## config.mk

```make
export PLATFORM = sky130hd
export DESIGN_NAME = scs_clock_sync
export DESIGN_NICKNAME = d
export VERILOG_FILES = /design/src/inc/scs_pkg.sv /design/src/logic/scs_clock_sync.sv
export SDC_FILE = /design/constraint.sdc
export NUM_CORES = 1
export LEC_CHECK = 0
export BUFFER_PORTS_ARGS = -buffer_cell sky130_fd_sc_hd__buf_2
export CAP_MARGIN = 20
export CORE_ASPECT_RATIO = 1.2
export CORE_UTILIZATION = 35
export DETAILED_ROUTE_END_ITERATION = 12
export GPL_TIMING_DRIVEN = 1
export PLACE_DENSITY = 0.57
export SYNTH_ARGS = -nofsm -noshare
export SYNTH_HDL_FRONTEND = slang
export SYNTH_SLANG_ARGS = --single-unit
```

## constraint.sdc

```tcl
create_clock -name clk -period 8.2 [get_ports clk]
set_input_delay 0.82 -clock clk [delete_from_list [all_inputs] [get_ports clk]]
set_output_delay 0.82 -clock clk [all_outputs]
set_load 0.005 [all_outputs]
```

## src/inc/scs_pkg.sv

```systemverilog
package scs_pkg;

	// ==========================================================
	// register map
	localparam logic [7:0]  SCS_ADDR_SAMPLE_CFG = 8'h4b;
	localparam logic [7:0]  SCS_ADDR_TIMING_TRIM = 8'h4d;
	localparam logic [7:0]  SCS_ADDR_PIN_SYNC = 8'h4f;

	// reset values, reserved bits included
	localparam logic [15:0] SCS_RST_SAMPLE_CFG = 16'h2612;
	localparam logic [15:0] SCS_RST_TIMING_TRIM = 16'h0098;
	localparam logic [15:0] SCS_RST_PIN_SYNC = 16'h2090;

	// field positions
	localparam int          SCS_BIT_CLK_EN = 7;
	localparam int          SCS_LSB_SAMPLE_TRIM = 0;
	localparam int          SCS_LSB_TIMING_TRIM = 0;
	localparam int          SCS_BIT_PIN1_OE = 6;
	localparam int          SCS_BIT_PIN1_IE = 5;
	localparam int          SCS_LSB_SYNC_SRC = 2;

	// divider: four slow clock ticks per divisor count
	localparam logic [1:0]  SCS_DIV_SHIFT = 2'h2;
	localparam logic [17:0] SCS_DIV_CNT_RST = 18'h0_0000;

	// ==========================================================
	// sync source codes
	typedef enum logic [1:0] {
		SCS_SYNC_INTERNAL = 2'b00,
		SCS_SYNC_PIN0     = 2'b01,
		SCS_SYNC_PIN1     = 2'b10,
		SCS_SYNC_RESERVED = 2'b11
	} scs_sync_src_t;

	// one register port access from the serial interface
	typedef struct packed {
		logic        wr;
		logic        rd;
		logic [7:0]  addr;
		logic [15:0] wdata;
	} scs_reg_req_t;

endpackage

```

## src/logic/scs_clock_sync.sv

```systemverilog
`timescale 1ns/1ps
module scs_clock_sync (
	input  wire logic                  clk,
	input  wire logic                  reset,
	input  wire scs_pkg::scs_reg_req_t reg_req,
	output logic [15:0]                reg_rdata,
	output logic                       reg_rvalid,
	input  wire logic                  slow_clk_tick,
	input  wire logic [15:0]           sample_rate_divisor,
	input  wire logic                  sample_busy,
	input  wire logic                  aux_pin0_in,
	input  wire logic                  aux_pin1_in,
	input  wire logic                  aux_pin1_drive,
	output logic                       aux_pin1_out,
	output logic                       aux_pin1_oe,
	output logic                       sample_clock_enable,
	output logic [5:0]                 sample_osc_trim,
	output logic [7:0]                 timing_osc_trim,
	output logic                       aux_pin1_input_enable,
	output logic [1:0]                 sample_sync_source,
	output logic                       sample_cycle_start
);
	import scs_pkg::*;

	logic [15:0]   sample_cfg_r;
	logic [15:0]   timing_trim_r;
	logic [15:0]   pin_sync_r;
	logic [17:0]   div_cnt_r;
	logic [17:0]   div_cnt_nxt;
	logic [17:0]   div_limit;
	logic          div_hit;
	logic [2:0]    pin0_sync_r;
	logic [2:0]    pin1_sync_r;
	logic          pin0_edge;
	logic          pin1_edge;
	logic          trig_nxt;
	logic          start_r;
	scs_sync_src_t src;

	// ==========================================================
	// register file
	// all three words are stored whole so reserved bits read back what was written
	always_ff @(posedge clk)
	begin
		if (reset)
		begin
			sample_cfg_r  <= SCS_RST_SAMPLE_CFG;
			timing_trim_r <= SCS_RST_TIMING_TRIM;
			pin_sync_r    <= SCS_RST_PIN_SYNC;
		end
		else if (reg_req.wr)
		begin
			case (reg_req.addr)
				SCS_ADDR_SAMPLE_CFG:  sample_cfg_r  <= reg_req.wdata;
				SCS_ADDR_TIMING_TRIM: timing_trim_r <= reg_req.wdata;
				SCS_ADDR_PIN_SYNC:    pin_sync_r    <= reg_req.wdata;
				default:              ;
			endcase
		end
	end

	// read data one cycle after the strobe; unmapped addresses read zero
	always_ff @(posedge clk)
	begin
		if (reset)
		begin
			reg_rdata  <= 16'h0000;
			reg_rvalid <= 1'b0;
		end
		else
		begin
			reg_rvalid <= reg_req.rd;
			if (reg_req.rd)
			begin
				case (reg_req.addr)
					SCS_ADDR_SAMPLE_CFG:  reg_rdata <= sample_cfg_r;
					SCS_ADDR_TIMING_TRIM: reg_rdata <= timing_trim_r;
					SCS_ADDR_PIN_SYNC:    reg_rdata <= pin_sync_r;
					default:              reg_rdata <= 16'h0000;
				endcase
			end
		end
	end

	// ==========================================================
	// oscillator controls
	// trims go straight to the analogue cells; a larger sample trim is slower
	assign sample_clock_enable   = sample_cfg_r[SCS_BIT_CLK_EN];
	assign sample_osc_trim       = sample_cfg_r[SCS_LSB_SAMPLE_TRIM +: 6];
	assign timing_osc_trim       = timing_trim_r[SCS_LSB_TIMING_TRIM +: 8];
	assign aux_pin1_input_enable = pin_sync_r[SCS_BIT_PIN1_IE];
	assign sample_sync_source    = pin_sync_r[SCS_LSB_SYNC_SRC +: 2];
	assign src                   = scs_sync_src_t'(pin_sync_r[SCS_LSB_SYNC_SRC +: 2]);

	// aux pin 1 drive; the value is registered so the pad sees no glitches
	always_ff @(posedge clk)
	begin
		if (reset)
			aux_pin1_out <= 1'b0;
		else
			aux_pin1_out <= aux_pin1_drive;
	end
	assign aux_pin1_oe = pin_sync_r[SCS_BIT_PIN1_OE];

	// ==========================================================
	// internal divider: one start every 4 * divisor slow ticks
	assign div_limit = {sample_rate_divisor, 2'b00};
	assign div_hit   = slow_clk_tick && (div_cnt_r + 18'h0_0001 >= div_limit);

	always_comb
	begin
		div_cnt_nxt = div_cnt_r;
		if (!sample_clock_enable || src != SCS_SYNC_INTERNAL || div_limit == 18'h0_0000)
			div_cnt_nxt = SCS_DIV_CNT_RST;         // a stopped clock holds the phase at zero
		else if (div_hit)
			div_cnt_nxt = SCS_DIV_CNT_RST;
		else if (slow_clk_tick)
			div_cnt_nxt = div_cnt_r + 18'h0_0001;
	end

	always_ff @(posedge clk)
	begin
		if (reset)
			div_cnt_r <= SCS_DIV_CNT_RST;
		else
			div_cnt_r <= div_cnt_nxt;
	end

	// ==========================================================
	// external pin synchronisers; stage 0 feeds only stage 1
	always_ff @(posedge clk)
	begin
		if (reset)
		begin
			pin0_sync_r <= 3'b000;
			pin1_sync_r <= 3'b000;
		end
		else
		begin
			pin0_sync_r <= {pin0_sync_r[1:0], aux_pin0_in};
			pin1_sync_r <= {pin1_sync_r[1:0], aux_pin1_in && aux_pin1_input_enable};
		end
	end
	assign pin0_edge = pin0_sync_r[1] && !pin0_sync_r[2];
	assign pin1_edge = pin1_sync_r[1] && !pin1_sync_r[2];

	// ==========================================================
	// trigger selection
	// edges seen while a cycle runs are dropped, so cycles never overlap
	always_comb
	begin
		case (src)
			SCS_SYNC_INTERNAL: trig_nxt = sample_clock_enable && div_hit && div_limit != 18'h0_0000;
			SCS_SYNC_PIN0:     trig_nxt = pin0_edge;
			SCS_SYNC_PIN1:     trig_nxt = pin1_edge;
			default:           trig_nxt = 1'b0;       // reserved code starts nothing
		endcase
		if (sample_busy || start_r)
			trig_nxt = 1'b0;
	end

	always_ff @(posedge clk)
	begin
		if (reset)
			start_r <= 1'b0;
		else
			start_r <= trig_nxt;
	end
	assign sample_cycle_start = start_r;

	// ==========================================================
	// checks
	a_clk_en_write: assert property (@(posedge clk) disable iff (reset)
		reg_req.wr && reg_req.addr == SCS_ADDR_SAMPLE_CFG |=> sample_clock_enable == $past(reg_req.wdata[7]))
		else $error("sample clock enable did not follow write");
	a_sample_trim_wr: assert property (@(posedge clk) disable iff (reset)
		reg_req.wr && reg_req.addr == SCS_ADDR_SAMPLE_CFG |=> sample_osc_trim == $past(reg_req.wdata[5:0]))
		else $error("sample trim did not follow write");
	a_trim_reset_vals: assert property (@(posedge clk)
		reset |=> sample_osc_trim == 6'h12 && timing_osc_trim == 8'h98)
		else $error("trim reset values wrong");
	a_timing_trim_wr: assert property (@(posedge clk) disable iff (reset)
		reg_req.wr && reg_req.addr == SCS_ADDR_TIMING_TRIM |=> timing_osc_trim == $past(reg_req.wdata[7:0]))
		else $error("timing trim did not follow write");
	a_pin1_oe_wr: assert property (@(posedge clk) disable iff (reset)
		reg_req.wr && reg_req.addr == SCS_ADDR_PIN_SYNC |=> aux_pin1_oe == $past(reg_req.wdata[6]))
		else $error("pin 1 output enable did not follow write");
	a_pin1_ie_gate: assert property (@(posedge clk) disable iff (reset)
		!aux_pin1_input_enable [*3] |-> !pin1_edge)
		else $error("pin 1 edge seen with input disabled");
	a_int_start_en: assert property (@(posedge clk) disable iff (reset)
		sample_cycle_start && $past(src) == SCS_SYNC_INTERNAL |-> $past(sample_clock_enable && slow_clk_tick))
		else $error("internal start without enabled clock tick");
	a_pin0_start: assert property (@(posedge clk) disable iff (reset)
		sample_cycle_start && $past(src) == SCS_SYNC_PIN0 |-> $past(pin0_edge))
		else $error("pin 0 start without pin 0 edge");
	a_pin1_start: assert property (@(posedge clk) disable iff (reset)
		sample_cycle_start && $past(src) == SCS_SYNC_PIN1 |-> $past(pin1_edge))
		else $error("pin 1 start without pin 1 edge");
	a_reserved_idle: assert property (@(posedge clk) disable iff (reset)
		src == SCS_SYNC_RESERVED |=> !sample_cycle_start)
		else $error("start under reserved sync source");
	a_div_wrap: assert property (@(posedge clk) disable iff (reset)
		sample_cycle_start && $past(src) == SCS_SYNC_INTERNAL |-> div_cnt_r == SCS_DIV_CNT_RST)
		else $error("divider did not wrap on start");
	a_busy_blocks: assert property (@(posedge clk) disable iff (reset)
		sample_busy |=> !sample_cycle_start)
		else $error("start while sample cycle busy");

	// ==========================================================
	// register port checks
	// rvalid is a single pulse that answers exactly one read strobe
	a_rvalid_after_rd: assert property (@(posedge clk) disable iff (reset)
		reg_req.rd |=> reg_rvalid)
		else $error("no rvalid after read");
	a_rvalid_no_rd: assert property (@(posedge clk) disable iff (reset)
		!reg_req.rd |=> !reg_rvalid)
		else $error("rvalid without read");

	// read data shows the stored word as it was before any same-cycle write
	a_rd_sample_cfg: assert property (@(posedge clk) disable iff (reset)
		reg_req.rd && reg_req.addr == SCS_ADDR_SAMPLE_CFG |=> reg_rdata == $past(sample_cfg_r))
		else $error("sample config read data wrong");
	a_rd_timing_trim: assert property (@(posedge clk) disable iff (reset)
		reg_req.rd && reg_req.addr == SCS_ADDR_TIMING_TRIM |=> reg_rdata == $past(timing_trim_r))
		else $error("timing trim read data wrong");
	a_rd_pin_sync: assert property (@(posedge clk) disable iff (reset)
		reg_req.rd && reg_req.addr == SCS_ADDR_PIN_SYNC |=> reg_rdata == $past(pin_sync_r))
		else $error("pin and sync read data wrong");

	// unmapped reads give zero, and read data holds between reads
	a_rd_unmapped: assert property (@(posedge clk) disable iff (reset)
		reg_req.rd && reg_req.addr != SCS_ADDR_SAMPLE_CFG && reg_req.addr != SCS_ADDR_TIMING_TRIM &&
		reg_req.addr != SCS_ADDR_PIN_SYNC |=> reg_rdata == 16'h0000)
		else $error("unmapped read not zero");
	a_rdata_hold: assert property (@(posedge clk) disable iff (reset)
		!reg_req.rd |=> $stable(reg_rdata))
		else $error("read data moved without read");

	// remaining pin and sync fields follow their write
	a_pin1_ie_wr: assert property (@(posedge clk) disable iff (reset)
		reg_req.wr && reg_req.addr == SCS_ADDR_PIN_SYNC |=> aux_pin1_input_enable == $past(reg_req.wdata[5]))
		else $error("pin 1 input enable did not follow write");
	a_sync_src_wr: assert property (@(posedge clk) disable iff (reset)
		reg_req.wr && reg_req.addr == SCS_ADDR_PIN_SYNC |=> sample_sync_source == $past(reg_req.wdata[3:2]))
		else $error("sync source did not follow write");

	// a write elsewhere must leave a register untouched
	a_sample_cfg_keep: assert property (@(posedge clk) disable iff (reset)
		!(reg_req.wr && reg_req.addr == SCS_ADDR_SAMPLE_CFG) |=> $stable(sample_cfg_r))
		else $error("sample config changed without write");
	a_timing_keep: assert property (@(posedge clk) disable iff (reset)
		!(reg_req.wr && reg_req.addr == SCS_ADDR_TIMING_TRIM) |=> $stable(timing_trim_r))
		else $error("timing trim changed without write");
	a_pin_sync_keep: assert property (@(posedge clk) disable iff (reset)
		!(reg_req.wr && reg_req.addr == SCS_ADDR_PIN_SYNC) |=> $stable(pin_sync_r))
		else $error("pin and sync changed without write");

	// reset leaves pin 1 undriven, the clock stopped and internal pacing chosen
	a_reset_fields: assert property (@(posedge clk)
		reset |=> !aux_pin1_oe && !aux_pin1_input_enable && sample_sync_source == 2'b00 &&
		!sample_clock_enable && !sample_cycle_start)
		else $error("control fields wrong after reset");
	a_pin1_out_follow: assert property (@(posedge clk) disable iff (reset)
		1'b1 |=> aux_pin1_out == $past(aux_pin1_drive))
		else $error("pin 1 drive not registered");

	// ==========================================================
	// pacing checks
	// a start is a one-cycle pulse, never two in a row
	a_start_single: assert property (@(posedge clk) disable iff (reset)
		sample_cycle_start |=> !sample_cycle_start)
		else $error("start longer than one cycle");
	a_clk_off_idle: assert property (@(posedge clk) disable iff (reset)
		!sample_clock_enable && src == SCS_SYNC_INTERNAL |=> !sample_cycle_start)
		else $error("internal start with clock stopped");

	// the divider phase rests at zero while stopped and, with internal pacing, moves one per tick until it wraps at the limit
	a_div_held_off: assert property (@(posedge clk) disable iff (reset)
		!sample_clock_enable |=> div_cnt_r == SCS_DIV_CNT_RST)
		else $error("divider ran with clock stopped");
	a_div_count_tick: assert property (@(posedge clk) disable iff (reset)
		sample_clock_enable && src == SCS_SYNC_INTERNAL && slow_clk_tick && !div_hit &&
		div_limit != 18'h0_0000 |=> div_cnt_r == $past(div_cnt_r) + 18'h0_0001)
		else $error("divider did not count a tick");
	a_div_no_tick: assert property (@(posedge clk) disable iff (reset)
		sample_clock_enable && src == SCS_SYNC_INTERNAL && !slow_clk_tick |=> $stable(div_cnt_r))
		else $error("divider moved without a tick");

	// a trigger that is not blocked starts a cycle on the next clock
	a_int_latency: assert property (@(posedge clk) disable iff (reset)
		src == SCS_SYNC_INTERNAL && sample_clock_enable && div_hit && div_limit != 18'h0_0000 &&
		!sample_busy && !sample_cycle_start |=> sample_cycle_start)
		else $error("internal hit gave no start");
	a_pin0_latency: assert property (@(posedge clk) disable iff (reset)
		src == SCS_SYNC_PIN0 && pin0_edge && !sample_busy && !sample_cycle_start |=> sample_cycle_start)
		else $error("pin 0 edge gave no start");
	a_pin1_latency: assert property (@(posedge clk) disable iff (reset)
		src == SCS_SYNC_PIN1 && pin1_edge && !sample_busy && !sample_cycle_start |=> sample_cycle_start)
		else $error("pin 1 edge gave no start");

	// without an edge on the chosen pin nothing starts
	a_pin0_quiet: assert property (@(posedge clk) disable iff (reset)
		src == SCS_SYNC_PIN0 && !pin0_edge |=> !sample_cycle_start)
		else $error("pin 0 start without edge");
	a_pin1_quiet: assert property (@(posedge clk) disable iff (reset)
		src == SCS_SYNC_PIN1 && !pin1_edge |=> !sample_cycle_start)
		else $error("pin 1 start without edge");

endmodule

```

Word level (Yosys, flattened, before mapping):

Cells that the tools add are included.

* $add $sub $neg: 1
* order comparisons: 1
* equal/unequal tests: 5
* mux-type cells: 2
* reductions and logical operators: 21

Operators with widths (number)
* one-hot mux 16 bit (3 select lines): 1
* == test 8 x 7 -> 1 bit, second input constant: 3
* adder 18 x 1 -> 18 bit, second input constant: 1
* greater-or-equal comparator 18 bit: 1
* zero test 18 bit: 1
* nonzero test 18 bit: 1
* logical AND 1 bit: 6
* AND reduction 2 bit: 3
* zero test 1 bit: 3
* logical OR 1 bit: 3
* one-hot mux 1 bit (3 select lines): 1
* OR reduction 3 bit: 1
* == test 2 x 1 -> 1 bit, second input constant: 1
* == test 2 bit, second input constant: 1
* zero test 2 bit: 1
* nonzero test 2 bit: 1
* OR reduction 2 bit: 1

* register bits after elaboration: 91
* logic and storage cells: 40

Depth between registers and ports, before layout:

Gate-level depths: netlist of run 1.

* depth in word-level cells: 6
* gate-level depth with buffers: 13
* gate-level depth less buffers: 12

Worst setup path before layout of run 1:

No wires, ideal clock.

* path type: register -> register
* start point: register div_cnt_r[0]
* end point: register div_cnt_r[10]
* arrival time: 2.786 ns
* required time: 8.083 ns
* path slack: 5.297 ns
* stages on the path, launching flop included: 13
* cell sequence: dfxtp_1 > ha_1 > nand4_1 > nor2_1 > nand2_1 > nor3_1 > xor2_1 > ha_1 > nand4_1 > or3_1 > o221ai_2 > buf_2 > nor2_1

* cells in the longest elaborated chain, start to end: 4

Ends and longest elaborated chain
* start, declared: line scs_clock_sync.sv:28 `logic [17:0] div_cnt_r;`
* start signal, assigned: line scs_clock_sync.sv:126 `div_cnt_r <= div_cnt_nxt;`
* adder 18 x 1 -> 18 bit (*): line scs_clock_sync.sv:108, scs_clock_sync.sv:118
* greater-or-equal comparator 18 bit: line scs_clock_sync.sv:108 `assign div_hit = slow_clk_tick && (div_cnt_r + 18'h0_0001 >= div_limit);`
* logical AND 1 bit: line scs_clock_sync.sv:108
* OR reduction 3 bit (no source line)

Mark *: on every way between the ends. The rest lies on a longest branch, timed or not.
A chain may end at the register's enable or synchronous reset.

Worst setup path in the final report of run 1:

* start point: register div_cnt_r[0]
* end point: register div_cnt_r[7]

The elaborated chain is that of the path after synthesis.

==> impl_metrics.tcl, run 1 <==
set metrics [dict create \
    status "complete, no violations" \
    ys.flop_type "dfxtp_1" \
    fp.dieW_um 107 \
    slew_violations 0 \
    max_freq_mhz 290 \
    place_area_sq_mm 0.00502 \
    cts_root_buf "clkbuf_16" \
    start_util_pct 36.3 \
    slew_headroom_pct 27.2 \
    period_share_pct 42.1 \
    grt_first_pass_wirelength_mm 16.8 \
    startpoint "div_cnt_r[0]$_SDFFE_PP0P_" \
    hold_class "reg -> reg" \
    cp_data_required_time_ps 8390 \
    rows 45 \
    finalWeightedCongestion 0.815 \
    num_vias 3684 \
    numCtsBuffers 9 \
    path_cells "ha_1, nand4_1, nor2_1, nand2_1, nor3_1, xor2_1, ha_1, nand4_1, or3_1, o221ai_2, nor2_1" \
    drc 0 \
    clkTransAtPathRegs_ps 70 \
    post-synth-top-count-cell "dfxtp_1" \
    worst_r2r_endpoint "div_cnt_r[7]$_SDFFE_PP0P_" \
    startpoint_type "flip-flop" \
    grt_usage_pct 15.7 \
    die_h_um 128 \
    cp-end-kind "flip-flop" \
    rr_startpoint "div_cnt_r[0]$_SDFFE_PP0P_" \
    worst_pin_slew_ps 1090 \
    rsz0062_at_grt "no" \
    switching_share_pct 22.0 \
    crit_slowest_cell "o221ai_2" \
    netlist_instances 508 \
    portBuffers 86 \
    holdPathStages 1 \
    rr_worst_depth 11 \
    ctsHoldBuffers 0 \
    critPathTopFamily "simple AND/OR/NAND/NOR gates" \
    dp.final_hpwl_mm 7.36 \
    p_switching_w 0.000206 \
    whs_ps 444 \
    clockPowerShare_pct 47.8 \
    critical_path_class "reg -> reg" \
    cts_resized 0 \
    drive_gt1_share_pct 22.9 \
    cp.arrival_ps 3640 \
    synth_top_area_cell "dfxtp_1" \
    synthTopCellsByArea "dfxtp_1, mux2i_1, nor2_1, ha_1, nor2b_1" \
    p_comb_share_pct 4.9 \
    ys_seq_area_share_pct 39.1 \
    cts.sinks 91 \
    io_pins 87 \
    synthTopCellsByCount "dfxtp_1, nor2_1, mux2i_1" \
    timing.final.hold_violations 0 \
    design_area_sq_mm 0.00535 \
    fin_nets 629 \
    ys_ff_latch 91 \
    p_per_area_mw_per_mm2 176 \
    internal_power_w 0.000733 \
    grt_overflow 0 \
    cts_buffer_depth 2 \
    antenna_found_initial 0 \
    r2r_setup_slack_ps 4750 \
    syn-num-nets 575 \
    fin_crit_ps 3450 \
    antennaDiodeCount 0 \
    wl_mm 10.6 \
    synth_edf_count 0 \
    power_leakage_nw 2.30 \
    netlist-cell-type-count 52 \
    netlist_area_sq_mm 0.00466 \
    postCtsSetupBuffers 0 \
    finalSetupViolations 0 \
    maxCapViolCount 0 \
    synth_warnings 0 \
    max-vdd-ir-drop_mv 0.147 \
    endpoint "div_cnt_r[7]$_SDFFE_PP0P_" \
    drt_iter0_markers 115 \
    fp.dieArea_sq_mm 0.0138 \
    fp.coreArea_sq_mm 0.0128 \
    cp.depth 11 \
    cts_tree "yes" \
    firstDrtPassIters 4 \
    yosys.area.top_type_share_pct 39.1 \
    cp_max_fo 17 \
    max_stage_delay_ps 630 \
    post_drt_wl_per_cell_um 14.5 \
    fin_skew_ps 7.08 \
    grt_pass1_vias 3455 \
    critical_path_buf_inv_count 0 \
    clkLatencyLatePin_ps 330 \
    viasPerCell 5.04 \
    ys_async_sr_fraction_pct 0 \
    ctsHtreeMaxLevel 3 \
    p_seq_share_pct 47.2 \
    setup_tns_ps 0 \
    antenna_left 0 \
    grt_max_degree 75 \
    postSynthAreaPerCell_sq_um 9.17 \
    area_delta_synth_final_pct 14.7 \
]
-- state kept, by name, summed over array words and instances, names as in the netlist --
name                cells
reg_rvalid              1
sample_cycle_start      1
aux_pin1_out            1
div_cnt_r              18
pin_sync_r             16
pin1_sync_r             3
sample_cfg_r           16
timing_trim_r          16
pin0_sync_r             3
reg_rdata              16
-- how the worst min path moves through the flow --
stage	from	endpoint	slack (ps)
floorplan	pin0_sync_r[0]$_SDFF_PP0_	pin0_sync_r[1]$_SDFF_PP0_	410
global placement	pin0_sync_r[0]$_SDFF_PP0_	pin0_sync_r[1]$_SDFF_PP0_	440
detailed placement	pin1_sync_r[0]$_SDFF_PP0_	pin1_sync_r[1]$_SDFF_PP0_	430
CTS	pin1_sync_r[0]$_SDFF_PP0_	pin1_sync_r[1]$_SDFF_PP0_	450
global route	pin0_sync_r[1]$_SDFF_PP0_	pin0_sync_r[2]$_SDFF_PP0_	470
finish	pin1_sync_r[0]$_SDFF_PP0_	pin1_sync_r[1]$_SDFF_PP0_	440
-- stage by stage --
stage / setup WS (ps) / utilization (%) / power (W) / std cells
after detailed placement: 4730 / 39.1 / 0.000501 / 715
final: 4750 / 41.6 / 0.000939 / 731
after global routing: 4410 / 41.6 / 0.000978 / 731
after floorplan: 5300 / - / 0.000477 / 508
after CTS: 4720 / 41.6 / 0.000954 / 731
after global placement: 4900 / 39.1 / 0.000499 / 715
-- layer usage --
layer | GRT usage (%) | wire length (um)
met4 | 4.92 | 105
met1 | 18.6 | 4690
met3 | 4.00 | 542
met2 | 27.6 | 5250
met5 | 0 | 0
-- cell type report --
| cell class | count | area, sq um |
|---|---|---|
| Inverter | 23 | 86.3 |
| Tap cell | 164 | 205 |
| Timing Repair Buffer | 88 | 445 |
| Clock inverter | 6 | 97.6 |
| Sequential cell | 91 | 1820 |
| Fill cell | 1298 | 7490 |
| Clock buffer | 10 | 229 |
| Multi-Input combinational cell | 349 | 2460 |
-- power groups by stage --
stage | Sequential, W | Clock (W) | Combinational (W)
2_1_floorplan | 0.000454 | 0 | 0.0000235
3_3_place_gp | 0.000454 | 0 | 0.0000453
3_5_place_dp | 0.000454 | 0 | 0.0000467
4_1_cts | 0.000444 | 0.000463 | 0.0000469
5_1_grt | 0.000444 | 0.000483 | 0.0000511
6_report | 0.000444 | 0.000449 | 0.0000463
-- cell usage in the layout, fill, tap and decap left out, types with 16 or more instances in the layout --
cell type	netlist	layout
dfxtp_1	91	91
mux2i_1	38	38
buf_2	9	86
a22o_1	16	16
mux2_2	16	16
inv_1	22	22
ha_1	18	18
nor2_1	80	80
a21oi_1	23	23
xor2_1	16	16
xnor2_1	16	16
nor2b_1	32	32
-- cell families (layout without fill, tap and decap cells) --
logic type	Yosys count	count (layout)	synth area share, %
AND/OR/NAND/NOR	180	180	19.9
flip-flops	91	91	39.1
buffers and inverters	68	127	8.13
AO/OA/AOI/OAI	65	65	10.0
multiplexers	54	54	12.0
XOR/XNOR	32	32	6.01
adder cells (fa/ha/maj)	18	18	4.83
(Power assumes the default switching activity.)
==> inputs of run 2 (changes only) <==
Clock period 8.2 ns to 3.2 ns, I/O delays scaled along.
==> run 2 against run 1 <==
Against the previous run:
- critical path depth stayed put
- cell count increased by 1.4%
- power grew to 2.6 times the previous value
- maximum frequency increased by 18%
- clock power rose to 2.6 times the previous value
- sequential power grew to 2.6 times the previous value
- final area rose by 1.8%
- first-iteration DRC count increased by 29%
- hold slack got worse by 250 ps
- routed wire length rose by 1.6%
- flip-flop and latch count unchanged
- critical path type unchanged
- largest power group unchanged
==> impl_metrics.tcl, run 2 (synthesized netlist as in run 1, its figures left out) <==
set metrics [dict create \
    status "complete, no violations" \
    firstDrtPassIters 4 \
    max-vdd-ir-drop_mv 0.252 \
    rows 45 \
    busiest_layer "met2" \
    antenna_left 0 \
    slew_violations 0 \
    ctsHtreeMaxLevel 3 \
    drc 0 \
    area_delta_synth_final_pct 16.7 \
    post_drt_wl_per_cell_um 14.5 \
    wl_mm 10.8 \
    cp-end-kind "flip-flop" \
    cp_max_fo 17 \
    multi_input_area_sq_mm 0.00248 \
    cp.arrival_ps 3140 \
    maxCapViolCount 0 \
    max_freq_mhz 341 \
    hold_class "in -> reg" \
    critical_path_class "reg -> reg" \
    drive_gt1_share_pct 24.4 \
    max_stage_delay_ps 450 \
    numCtsBuffers 9 \
    place_area_sq_mm 0.00509 \
    viasPerCell 5.01 \
    cts_tree "yes" \
    finalSetupViolations 0 \
    finalNonFillerCells 741 \
    grt_first_pass_wirelength_mm 17.3 \
    antennaDiodeCount 0 \
    met2_usage_pct 28.7 \
    num_vias 3709 \
    dp.final_hpwl_mm 7.35 \
    fp.dieW_um 107 \
    seqCellArea_sq_mm 0.00182 \
    cts.sinks 91 \
    grt_overflow 0 \
    fp.dieArea_sq_mm 0.0138 \
    crit_slowest_cell "o221ai_4" \
    fin_nets 639 \
    portBuffers 86 \
    p_per_area_mw_per_mm2 446 \
    fin_skew_ps 3.56 \
    slew_headroom_pct 48.2 \
    nFillCells 1283 \
    fin_crit_ps 2930 \
    met3_usage_pct 3.09 \
    grt_use_met1_pct 18.7 \
    finalWeightedCongestion 0.828 \
    io_pins 87 \
    cp_data_required_time_ps 3400 \
    startpoint_type "flip-flop" \
    grt_usage_pct 16.0 \
    cts_buffer_depth 2 \
    largest_reg_flops 18 \
    final_cell_mix "dfxtp_1, buf_2, nor2_1, mux2i_1, nor2b_1" \
    antenna_found_initial 0 \
    fp.coreArea_sq_mm 0.0128 \
    grt_pass1_vias 3535 \
    clkTransAtPathRegs_ps 60 \
    start_util_pct 36.3 \
    clkLatencyLatePin_ps 340 \
    power_leakage_nw 2.36 \
    design_area_sq_mm 0.00544 \
    layout_commonest_cell "dfxtp_1" \
    die_h_um 128 \
    rsz0062_at_grt "no" \
    period_share_pct 91.7 \
    timing.final.hold_violations 0 \
    cts_root_buf "clkbuf_16" \
    dp_cells 725 \
    largest_register "div_cnt_r" \
    path_cells "ha_1, nand4_1, nor2_1, nand2_1, nor3_1, xor2_1, ha_1, nand4_1, or3_1, o221ai_4, nor2_1" \
    setup_tns_ps 0 \
    grt_max_degree 74 \
    drt_iter0_markers 148 \
    worst_pin_slew_ps 758 \
]
run 2: cell count changes in the layout (fill, tap and decap cells not counted):
cell and delta:
buf_4 +10, clkbuf_8 +2, clkinv_4 -2, a221oi_1 -1, a221oi_2 +1, clkinv_2 +1, clkinvlp_4 +1, inv_6 -1
inv_8 -1, o221ai_2 -1, o221ai_4 +1
run 2: routing by layer:
metal / wire, um / vias up
met5: 0 / -
met1: 4780 / 1752
met2: 5360 / 88
met4: 157 / 0
met3: 467 / 12
li1: - / 1857
run 2: critical path, delay by kind of cell, from the launching register on:
family	cells	cell delay (ps)
AND/OR/NAND/NOR	7	1270
adder cells (fa/ha/maj)	2	540
AO/OA/AOI/OAI	1	450
flip-flops	1	430
XOR/XNOR	1	110
run 2: through the flow:
step	total power (W)	util, %	hold slack (ps)	setup WS (ps)
finish	0.00242	42.4	189	267
global route	0.00252	42.4	181	24.9
CTS	0.00245	42.2	181	5.45
detailed placement	0.00128	39.7	435	19.1
global placement	0.00128	39.7	444	148
floorplan	0.00122	-	414	297
run 2: repair_timing:
item	in CTS	in global routing
hold buffers	0	0
setup endpoints to repair	0	17
buffers inserted	0	0
resized for setup	0	2
run 2: area by class of cell:
| type | instances | area share, % |
|---|---|---|
| multi-input combinational | 349 | 45.5 |
| clock inverter | 4 | 1.33 |
| inverter | 23 | 1.59 |
| tap | 164 | 3.77 |
| timing repair buffer | 98 | 9.57 |
| sequential | 91 | 33.5 |
| clock buffer | 12 | 4.71 |
run 2: power breakdown:
part / internal [W] / switching [W]
registers: 0.00114 / 0.00000130
clock network: 0.000726 / 0.000441
logic: 0.0000472 / 0.0000724
total: 0.00191 / 0.000515
run 2: final timing paths:
check / startpoint / end / slack, ps / cells after the start
hold reg to reg: pin0_sync_r[0]$_SDFF_PP0_ / pin0_sync_r[1]$_SDFF_PP0_ / 440 / 1
setup / recovery: div_cnt_r[1]$_SDFFE_PP0P_ / div_cnt_r[5]$_SDFFE_PP0P_ / 270 / 11
setup reg to reg: div_cnt_r[1]$_SDFFE_PP0P_ / div_cnt_r[5]$_SDFFE_PP0P_ / 270 / 11
hold / removal: aux_pin1_drive / aux_pin1_out$_SDFF_PP0_ / 190 / 2
==> inputs of run 3 (changes only) <==
Settings changed: CTS_BUF_LIST set to sky130_fd_sc_hd__clkbuf_4.
==> run 3 against run 2 <==
Against the previous run:
- critical path depth did not move
- via count fell by 0.38%
- register-to-register slack got worse by 20 ps
- non-clock buffer count did not move
- flip-flop and latch count did not move
- largest power group is now registers
- first-iteration DRC count fell by 15%
- clock power fell by 40%
==> impl_metrics.tcl, run 3 (synthesized netlist as in run 1, its figures left out) <==
set metrics [dict create \
    status "complete, no violations" \
    die_h_um 128 \
    rr_worst_depth 11 \
    post_drt_wl_per_cell_um 14.5 \
    startpoint_type "flip-flop" \
    hold_class "in -> reg" \
    rows 45 \
    startpoint "div_cnt_r[1]$_SDFFE_PP0P_" \
    endpoint "div_cnt_r[5]$_SDFFE_PP0P_" \
    slew_violations 0 \
    clkTransAtPathRegs_ps 140 \
    fin_nets 639 \
    finalSetupViolations 0 \
    setup_tns_ps 0 \
    rr_startpoint "div_cnt_r[1]$_SDFFE_PP0P_" \
    worst_r2r_endpoint "div_cnt_r[5]$_SDFFE_PP0P_" \
    largest_reg_flops 18 \
    dp.final_hpwl_mm 7.35 \
    numCtsBuffers 9 \
    firstDrtPassIters 4 \
    drc 0 \
    fin_skew_ps 5.24 \
    fp.dieW_um 107 \
    finalWeightedCongestion 0.828 \
    area_delta_synth_final_pct 13.0 \
    ctsHoldBuffers 0 \
    cts_tree "yes" \
    nFillCells 1309 \
    cts_resized 1 \
    clkLatencyLatePin_ps 420 \
    postCtsSetupBuffers 0 \
    fp.dieArea_sq_mm 0.0138 \
    drt_iter0_markers 126 \
    worst_pin_slew_ps 760 \
    io_pins 87 \
    cp-end-kind "flip-flop" \
    antenna_found_initial 0 \
    num_vias 3695 \
    fin_crit_ps 2950 \
    grt_use_met1_pct 18.8 \
    start_util_pct 36.3 \
    largest_register "div_cnt_r" \
    finish.utilization_pct 41.0 \
    cts.sinks 91 \
    grt_overflow 0 \
    portBuffers 86 \
    grt_pass1_vias 3534 \
    antennaDiodeCount 0 \
    cp_max_fo 17 \
    viasPerCell 4.99 \
    critical_path_class "reg -> reg" \
    rsz0062_at_grt "no" \
    drive_gt1_share_pct 24.3 \
    cts_root_buf "clkbuf_4" \
    wl_mm 10.7 \
    maxCapViolCount 0 \
    met3_usage_pct 3.24 \
    busiest_layer "met2" \
    timing.final.hold_violations 0 \
    antenna_left 0 \
    cts_buffer_depth 2 \
    final_cell_mix "dfxtp_1, buf_2, nor2_1, mux2i_1, nor2b_1" \
    power_leakage_nw 2.28 \
    max_freq_mhz 339 \
    slew_headroom_pct 48.0 \
    r2r_setup_slack_ps 250 \
    p_per_area_mw_per_mm2 373 \
    ctsHtreeMaxLevel 3 \
    fp.coreArea_sq_mm 0.0128 \
    grt_first_pass_wirelength_mm 17.2 \
    layout_commonest_cell "dfxtp_1" \
    cp_data_required_time_ps 3500 \
    cp.arrival_ps 3250 \
    period_share_pct 92.3 \
    max-vdd-ir-drop_mv 0.289 \
    grt_max_degree 74 \
    grt_usage_pct 15.9 \
    met2_usage_pct 28.3 \
]
run 3: changes by cell type in the layout (fill, tap and decap cells not counted):
cell	delta
clkbuf_4	+10
clkinv_1	+2
clkbuf_8	-2
clkbuf_1	-1
clkbuf_16	-9
run 3: power by group:
part           internal (W)  switching, W
logic             0.0000472     0.0000726
clock network      0.000320      0.000384
registers           0.00114    0.00000130
run 3: stage by stage:
stage	hold slack (ps)	cells	instance area [sq um]	setup WS (ps)	total power, W
finish	93.9	741	5270	247	0.00196
global route	47.5	741	5270	17.1	0.00206
CTS	56.5	741	5260	173	0.00199
detailed placement	435	725	5090	19.1	0.00128
global placement	444	725	5090	148	0.00128
floorplan	414	508	4660	297	0.00122
run 3: worst max-delay path: stages, from the launching register on:
cell,delay (ps)
dfxtp_1,460
ha_1,220
nand4_1,140
nor2_1,170
nand2_1,100
nor3_1,230
xor2_1,110
ha_1,320
nand4_1,100
or3_1,410
o221ai_4,450
nor2_1,120
run 3: area by class of cell:
class / instances / area, sq um / share of cell area, %
multi-input combinational: 349 / 2480 / 47.0
tap: 164 / 205 / 3.90
clock buffer: 10 / 75.1 / 1.43
timing repair buffer: 98 / 520 / 9.88
sequential: 91 / 1820 / 34.6
inverter: 23 / 86.3 / 1.64
clock inverter: 6 / 80.1 / 1.52
run 3: how the worst min path moves through the flow:
stage	from	endpoint	slack, ps	cells past startpoint
CTS	aux_pin1_drive	aux_pin1_out$_SDFF_PP0_	60	2
floorplan	pin0_sync_r[0]$_SDFF_PP0_	pin0_sync_r[1]$_SDFF_PP0_	410	1
finish	aux_pin1_drive	aux_pin1_out$_SDFF_PP0_	90	2
detailed placement	pin0_sync_r[0]$_SDFF_PP0_	pin0_sync_r[1]$_SDFF_PP0_	430	1
global route	aux_pin1_drive	aux_pin1_out$_SDFF_PP0_	50	2
global placement	pin0_sync_r[0]$_SDFF_PP0_	pin0_sync_r[1]$_SDFF_PP0_	440	1
run 3: routing by layer:
metal	wire length, um	vias up
met5	0	-
met4	93	0
met3	423	8
met2	5350	80
met1	4850	1745
li1	-	1862
